$ cat src/include/csram_consts.svh
/*
 Timing constants for the clearable static memory controller.
 Assumes a 200 MHz system clock; times are slowest-grade figures in ns.
*/
`ifndef CSRAM_CONSTS_SVH
`define CSRAM_CONSTS_SVH

`define CSRAM_CLK_NS 5
`define CSRAM_ADDR_W 13
`define CSRAM_DATA_W 8
`define CSRAM_CNT_W 8

`define CSRAM_ACCESS_NS 55
`define CSRAM_CLEAR_PULSE_MIN_NS 100
`define CSRAM_CLEAR_RELEASE_TO_STROBE_NS 10
`define CSRAM_STROBE_WIDTH_MIN_NS 50
`define CSRAM_STROBE_TO_FLOAT_NS 25
`define CSRAM_ADDRESS_VALID_TO_WRITE_END_NS 50
`define CSRAM_OUTPUT_FLOAT_NS 25
`define CSRAM_SYNC_STAGES 2

// Least time to whole cycles, rounded up
`define CSRAM_CYC(ns) (((ns) + `CSRAM_CLK_NS - 1) / `CSRAM_CLK_NS)
`define CSRAM_MAX(a, b) (((a) > (b)) ? (a) : (b))

`endif

$ cat src/include/csram_pkg.sv
/*
 Types for the clearable static memory controller.
 Assumes csram_consts.svh is on the include path.
*/
package csram_pkg;
   typedef enum logic [7:0] {
      CSRAM_IDLE = 8'h01,
      CSRAM_WSET = 8'h02,
      CSRAM_WSTB = 8'h04,
      CSRAM_WHLD = 8'h08,
      CSRAM_RACC = 8'h10,
      CSRAM_RFLT = 8'h20,
      CSRAM_CLR = 8'h40,
      CSRAM_CREL = 8'h80
   } csram_state_t;
endpackage

$ cat src/hdl/csram_timer.sv
/*
 Loadable down counter that times the strobe, read, float, clear and release phases.
 Assumes the loader holds its state until o_done.
*/
module csram_timer #(
   parameter int WIDTH = 8
) (
   // Clock and reset
   input wire logic i_clk,
   input wire logic i_reset,
   // Load
   input wire logic i_load,
   input wire logic [WIDTH-1:0] i_count,
   // Status
   output logic o_done
);
   logic [WIDTH-1:0] count;

   always_ff @(posedge i_clk) begin
      if (i_reset) begin
         count <= '0;
      end else if (i_load) begin
         count <= i_count;
      end else if (count != '0) begin
         count <= count - 1'b1;
      end
   end

   assign o_done = (count == '0);
endmodule

$ cat src/hdl/csram_ctrl.sv
/*
 Host-side controller for an asynchronous 8K x 8 static memory with a
 bulk-clear pin. Runs one read, write or clear at a time from a simple
 request port. Assumes the memory pins are wired directly and the data
 bus wire is resolved outside from o_byte_bus_oe.
*/
// How it works
// - The controller keeps strobe or a select inactive whenever the address moves.
// - With output enable low the strobe must span float time plus address-valid time.
// - The controller holds clear low for at least the minimum clear pulse.
// - After clear rises the controller waits the release time before a strobe.
// - The controller never drives the bus while the memory drives it.
`include "csram_consts.svh"

module csram_ctrl
   import csram_pkg::*;
#(
   parameter int ADDR_W = `CSRAM_ADDR_W,
   parameter int DATA_W = `CSRAM_DATA_W,
   parameter int CNT_W = `CSRAM_CNT_W
) (
   // Clock and reset
   input wire logic i_clk,
   input wire logic i_reset,
   // Request port
   input wire logic i_req_valid,
   input wire logic i_req_write,
   input wire logic [ADDR_W-1:0] i_req_addr,
   input wire logic [DATA_W-1:0] i_req_data,
   input wire logic i_clear_req,
   input wire logic i_power_down,
   output logic o_req_ready,
   output logic o_rd_valid,
   output logic [DATA_W-1:0] o_rd_data,
   output logic o_busy,
   // Memory pins
   output logic [ADDR_W-1:0] o_word_address,
   output logic [DATA_W-1:0] o_byte_bus_out,
   output logic o_byte_bus_oe,
   input wire logic [DATA_W-1:0] i_byte_bus_in,
   output logic o_select_low_active_n,
   output logic o_select_high_power,
   output logic o_output_enable_n,
   output logic o_write_strobe_n,
   output logic o_clear_n
);
   import csram_pkg::*;

   // Phase lengths in cycles
   localparam int WR_CYC = `CSRAM_MAX(`CSRAM_CYC(`CSRAM_STROBE_WIDTH_MIN_NS),
      `CSRAM_CYC(`CSRAM_STROBE_TO_FLOAT_NS + `CSRAM_ADDRESS_VALID_TO_WRITE_END_NS));
   localparam int CLR_CYC = `CSRAM_MAX(`CSRAM_CYC(`CSRAM_CLEAR_PULSE_MIN_NS),
      `CSRAM_CYC(2 * `CSRAM_ACCESS_NS));
   localparam int REL_CYC = `CSRAM_CYC(`CSRAM_CLEAR_RELEASE_TO_STROBE_NS);
   localparam int RD_CYC = `CSRAM_CYC(`CSRAM_ACCESS_NS) + `CSRAM_SYNC_STAGES + 1;
   localparam int FLT_CYC = `CSRAM_CYC(`CSRAM_OUTPUT_FLOAT_NS);

   csram_state_t state;
   logic tmr_load;
   logic [CNT_W-1:0] tmr_count;
   logic tmr_done;
   logic [DATA_W-1:0] bus_meta;
   logic [DATA_W-1:0] bus_sync;

   function automatic logic [CNT_W-1:0] phase_len(input int cycles);
      phase_len = CNT_W'(cycles - 1);
   endfunction

   csram_timer #(
      .WIDTH(CNT_W)
   ) u_timer (
      .i_clk(i_clk),
      .i_reset(i_reset),
      .i_load(tmr_load),
      .i_count(tmr_count),
      .o_done(tmr_done)
   );

   assign o_req_ready = (state == CSRAM_IDLE) && !i_clear_req;
   assign o_busy = (state != CSRAM_IDLE);

   // Bus input crosses from the pins
   always_ff @(posedge i_clk) begin
      bus_meta <= i_byte_bus_in;
      bus_sync <= bus_meta;
   end

   always_comb begin
      tmr_load = 1'b0;
      tmr_count = '0;
      unique case (state)
         CSRAM_IDLE: begin
            if (i_clear_req) begin
               tmr_load = 1'b1;
               tmr_count = phase_len(CLR_CYC);
            end
         end
         CSRAM_WSET: begin
            tmr_load = 1'b1;
            tmr_count = phase_len(WR_CYC);
         end
         CSRAM_WSTB: ;
         CSRAM_WHLD: ;
         CSRAM_RACC: begin
            if (tmr_done) begin
               tmr_load = 1'b1;
               tmr_count = phase_len(FLT_CYC);
            end
         end
         CSRAM_RFLT: ;
         CSRAM_CLR: begin
            if (tmr_done) begin
               tmr_load = 1'b1;
               tmr_count = phase_len(REL_CYC);
            end
         end
         CSRAM_CREL: ;
      endcase
      if (state == CSRAM_IDLE && !i_clear_req && i_req_valid && !i_req_write) begin
         tmr_load = 1'b1;
         tmr_count = phase_len(RD_CYC);
      end
   end

   always_ff @(posedge i_clk) begin
      if (i_reset) begin
         state <= CSRAM_IDLE;
         o_word_address <= '0;
         o_byte_bus_out <= '0;
         o_byte_bus_oe <= 1'b0;
         o_select_low_active_n <= 1'b1;
         o_select_high_power <= 1'b0;
         o_output_enable_n <= 1'b1;
         o_write_strobe_n <= 1'b1;
         o_clear_n <= 1'b1;
         o_rd_valid <= 1'b0;
         o_rd_data <= '0;
      end else begin
         o_rd_valid <= 1'b0;
         unique case (state)
            CSRAM_IDLE: begin
               // Power down only between accesses
               o_select_high_power <= !i_power_down;
               if (i_clear_req) begin
                  o_clear_n <= 1'b0;
                  state <= CSRAM_CLR;
               end else if (i_req_valid) begin
                  // Address moves only while the strobe is high; reads drop select on the same edge
                  o_word_address <= i_req_addr;
                  o_select_high_power <= 1'b1;
                  if (i_req_write) begin
                     o_byte_bus_out <= i_req_data;
                     o_byte_bus_oe <= 1'b1;
                     state <= CSRAM_WSET;
                  end else begin
                     o_select_low_active_n <= 1'b0;
                     o_output_enable_n <= 1'b0;
                     state <= CSRAM_RACC;
                  end
               end
            end
            CSRAM_WSET: begin
               // Select and strobe fall together so the memory never drives
               o_select_low_active_n <= 1'b0;
               o_write_strobe_n <= 1'b0;
               state <= CSRAM_WSTB;
            end
            CSRAM_WSTB: begin
               // Long strobe covers both output-enable cases
               if (tmr_done) begin
                  o_write_strobe_n <= 1'b1;
                  o_select_low_active_n <= 1'b1;
                  state <= CSRAM_WHLD;
               end
            end
            CSRAM_WHLD: begin
               // One cycle of data hold after the strobe rises
               o_byte_bus_oe <= 1'b0;
               state <= CSRAM_IDLE;
            end
            CSRAM_RACC: begin
               if (tmr_done) begin
                  o_rd_data <= bus_sync;
                  o_rd_valid <= 1'b1;
                  o_output_enable_n <= 1'b1;
                  o_select_low_active_n <= 1'b1;
                  state <= CSRAM_RFLT;
               end
            end
            CSRAM_RFLT: begin
               // Memory drivers must float before the bus is reused
               if (tmr_done) begin
                  state <= CSRAM_IDLE;
               end
            end
            CSRAM_CLR: begin
               if (tmr_done) begin
                  o_clear_n <= 1'b1;
                  state <= CSRAM_CREL;
               end
            end
            CSRAM_CREL: begin
               if (tmr_done) begin
                  state <= CSRAM_IDLE;
               end
            end
         endcase
      end
   end

   // Helper counters for widths
   logic [CNT_W-1:0] strobe_low_cnt;
   logic [CNT_W-1:0] clear_low_cnt;
   always_ff @(posedge i_clk) begin
      if (i_reset || o_write_strobe_n) begin
         strobe_low_cnt <= '0;
      end else begin
         strobe_low_cnt <= strobe_low_cnt + 1'b1;
      end
   end
   always_ff @(posedge i_clk) begin
      if (i_reset || o_clear_n) begin
         clear_low_cnt <= '0;
      end else begin
         clear_low_cnt <= clear_low_cnt + 1'b1;
      end
   end
endmodule

$ cat config.mk
export PLATFORM = sky130hd
export DESIGN_NAME = csram_ctrl
export DESIGN_NICKNAME = d
export VERILOG_FILES = /design/src/include/csram_pkg.sv /design/src/hdl/csram_timer.sv /design/src/hdl/csram_ctrl.sv
export VERILOG_INCLUDE_DIRS = /design/src /design/src/include
export SDC_FILE = /design/constraint.sdc
export NUM_CORES = 1
export LEC_CHECK = 0
export BUFFER_PORTS_ARGS = -buffer_cell sky130_fd_sc_hd__buf_2
export CAP_MARGIN = 20
export CORE_MARGIN = 2
export CORE_UTILIZATION = 52
export DETAILED_ROUTE_END_ITERATION = 10
export GPL_TIMING_DRIVEN = 0
export PLACE_DENSITY_LB_ADDON = 0.15
export SLEW_MARGIN = 40
export SYNTH_ARGS = -nofsm -noshare
export SYNTH_HDL_FRONTEND = slang
export SYNTH_SLANG_ARGS = --single-unit
$ cat constraint.sdc
create_clock -name i_clk -period 1.9 [get_ports i_clk]
set_input_delay 0.475 -clock i_clk [delete_from_list [all_inputs] [get_ports i_clk]]
set_output_delay 0.475 -clock i_clk [all_outputs]
set_load 0.005 [all_outputs]
==> results_dict.tcl <==
set metrics [dict create \
    status "complete, no violations" \
    buffer_cell_driving_the_clock_tree_root "sky130_fd_sc_hd__clkbuf_8" \
    post-synth-top-area-fraction_pct 50.18 \
    worst_hold_path_type "primary input to flip-flop" \
    fillerInstances 432 \
    drc_violation_count_after_routing 0 \
    clockBufferDepth 2 \
    seqCellArea_um2 1369 \
    timing.critical_path.buf_inv 1 \
    cts.hold.buffers_added 0 \
    ys_seq_area_share_pct 50.18 \
    ys_seq_elements 68 \
    final_max_slew_viols 0 \
    slew_headroom_pct 61.52 \
    grt_overflow_total 0 \
    htree_levels 3 \
    hold_ws_ps 228.0 \
    port_buffers 70 \
    timing.critical_path.from_type "flip-flop" \
    cp_slowest_cell "sky130_fd_sc_hd__dfxtp_2" \
    synth.net_count 330 \
    route.vias.total 2393 \
    grt_pass1_vias 2185 \
    wl_per_cell_um 13.48 \
    antenna_found_initial 0 \
    routability_cong 0.9170 \
    cts_tree "done" \
    floorplan.core_area_um2 5075 \
    first_pass_iters 5 \
    required_time_worst_endpoint_ps 1420 \
    final-setup-viol-count 0 \
    criticalPathCategory "flip-flop to primary output" \
    worst_slew_pin_slew_ps 577.3 \
    ratio_of_routed_vias_to_standard_cells 5.202 \
    post_synth_instance_area_um2 2713 \
    finalHoldViolCount 0 \
    postSynth.topFlopCell "sky130_fd_sc_hd__dfxtp_1" \
    yosysTopAreaCell "sky130_fd_sc_hd__dfxtp_1" \
    final.setup_skew_ps 9.402 \
    layout.cell_area.non_filler_um2 3507 \
    worst-endpoint-arrival_ps 1410 \
    finalWorstPathRequiredPeriod_ps 1888 \
    critical-path-top-delay-family "simple AND/OR/NAND/NOR gates" \
    tritoncts_num_sinks 68 \
    synth_async_sr_flop_share_pct 0 \
    vdd_ir_drop_max_v 0.0008100 \
    syn-instance-count 293 \
    route.final.wire_length_um 6201 \
    grt_pass1_wl_um 9949 \
    ys_types 50 \
    unrepaired_setup_endpoints_after_global_routing "yes" \
    reported_leakage_power_nw 1.537 \
    layout-area-overhead-vs-synth_pct 29.29 \
    power_density_nw_per_um2 1233 \
    multi_input_gate_area_in_the_final_layout_um2 1308 \
    ys_top_cells_by_area "sky130_fd_sc_hd__dfxtp_1 (50%), sky130_fd_sc_hd__mux2i_1 (5.9%), sky130_fd_sc_hd__nand2_1 (5.4%)" \
    drt_initial_violations 151 \
    yosysWarnings 0 \
    slowest_delay_ps 350 \
    grt_start_max_net_pins 15 \
    grt_use_total_pct 21.35 \
    crit_path_end_kind "primary output" \
    path_max_fanout 5 \
    die_h_um 76.23 \
    finish.net_count 422 \
    count_of_nets_left_with_antenna_violations_after_detail_routing 0 \
    hpwl_um 4158 \
    synth_enable_flop_cells 0 \
    cell_types_with_the_highest_counts_after_synthesis "sky130_fd_sc_hd__dfxtp_1 (68), sky130_fd_sc_hd__nand2_1 (39), sky130_fd_sc_hd__nor2_1 (36)" \
    synth.avg_cell_area_um2 9.258 \
    clkTransAtPathRegs_ps 80 \
    design.portCount 73 \
    cells_along_the_critical_path "nor4_4, nand3_4, nor2_2, buf_2" \
    max-cap-violations 0 \
    final.period_utilization_pct 99.37 \
    design.die.area_um2 5810 \
    maxClockFrequency_mhz 529.7 \
    start_util_pct 53.45 \
    dpl_cell_area_um2 3151 \
    post-synth-top-count-cell "sky130_fd_sc_hd__dfxtp_1" \
    antenna-diode-count 0 \
    post_route_cells_drive_above_1_share_pct 33.59 \
    dieWidth_um 76.23 \
    clk-insertion-delay-late_ps 340 \
    cts_inserted_buffers 9 \
    rows 26 \
]
-- cells by family (layout without fill, tap and decap cells) --
group,Yosys count,after routing,synth area share (%)
fa+ha+maj,2,2,0.9224
flops,68,68,50.18
simple gates,125,126,24.72
compound gates,51,51,11.49
xor+xnor,9,9,2.906
mux,16,16,5.904
buf+inv,22,118,3.875
-- final timing paths --
path | start | to | slack, ps | depth (start not counted)
worst max register to register | state[4] | state[4] | 90 | 8
worst min register to register | bus_meta[2] | bus_sync[2] | 330 | 0
worst min-delay path | i_byte_bus_in[4] | bus_meta[4] | 230 | 1
worst max-delay path | state[4] | o_req_ready | 10 | 4
-- registers in the layout, indices dropped and copies added, names as in the netlist --
register               cells
bus_meta                   8
bus_sync                   8
o_byte_bus_oe              1
o_byte_bus_out             8
o_clear_n                  1
o_output_enable_n          1
o_rd_data                  8
o_rd_valid                 1
o_select_high_power        1
o_select_low_active_n      1
o_word_address            13
o_write_strobe_n           1
state                      8
u_timer.count              8
-- report_power, final --
part / internal, mW / switching [mW] / total (mW)
Sequential: 1.58 / 0.141 / 1.72
Combinational: 0.663 / 0.725 / 1.39
Clock: 0.628 / 0.589 / 1.22
-- worst reg2reg max path: stages (launching register included) --
cell and delay (ps):
sky130_fd_sc_hd__dfxtp_2 350, sky130_fd_sc_hd__nor4_4 360, sky130_fd_sc_hd__buf_4 170, sky130_fd_sc_hd__buf_4 90, sky130_fd_sc_hd__buf_4 100, sky130_fd_sc_hd__nand3_1 170
sky130_fd_sc_hd__nand4b_1 220, sky130_fd_sc_hd__o31ai_1 90, sky130_fd_sc_hd__o311a_1 150
-- per-layer routing --
| layer | vias up | wire length (um) | global-route usage [%] |
|---|---|---|---|
| met2 | 88 | 2933 | 34.69 |
| met5 | - | 0 | 0 |
| met4 | 0 | 93 | 9.818 |
| met1 | 1107 | 2779 | 27.07 |
| li1 | 1188 | - | - |
| met3 | 10 | 395 | 4.858 |
-- metrics by stage --
step	total power [mW]	cells	util (%)	TNS (ps)	setup WS [ps]
floorplan	2.597	293	-	0	145.8
global placement	2.833	433	62.08	-414.3	-52.57
detailed placement	2.864	433	62.08	-1075	-131.7
CTS	4.169	454	67.23	0	0.5961
global route	4.569	460	69.11	-92.53	-62.20
finish	4.323	460	69.11	0	12.06
-- cell type report --
| cell class | count | area share [%] |
|---|---|---|
| Sequential cell | 68 | 39.03 |
| Multi-Input combinational cell | 204 | 37.28 |
| Timing Repair Buffer | 81 | 12.34 |
| Clock buffer | 9 | 3.532 |
| Tap cell | 70 | 2.497 |
| Clock inverter | 7 | 2.390 |
| Buffer | 13 | 2.069 |
| Inverter | 8 | 0.8562 |
-- repair_timing --
action                     in CTS  in global routing
pin swaps                       3                  4
resized for setup               8                 15
gates cloned                    0                  1
buffers inserted                5                  6
setup endpoints to repair      13                 31
-- cells in the final DEF (no fill, tap or decap), types with 7 or more instances in the layout --
cell / netlist / layout
sky130_fd_sc_hd__nor3_1: 9 / 8
sky130_fd_sc_hd__dfxtp_1: 68 / 62
sky130_fd_sc_hd__a21oi_1: 24 / 24
sky130_fd_sc_hd__mux2i_1: 16 / 16
sky130_fd_sc_hd__o21ai_0: 9 / 9
sky130_fd_sc_hd__clkbuf_8: 0 / 9
sky130_fd_sc_hd__buf_2: 6 / 74
sky130_fd_sc_hd__inv_1: 8 / 7
sky130_fd_sc_hd__nand2_1: 39 / 39
sky130_fd_sc_hd__nor2_1: 36 / 35
sky130_fd_sc_hd__buf_4: 1 / 12
sky130_fd_sc_hd__nand3_1: 8 / 8
Note: power is estimated with default switching activity, not from simulation.
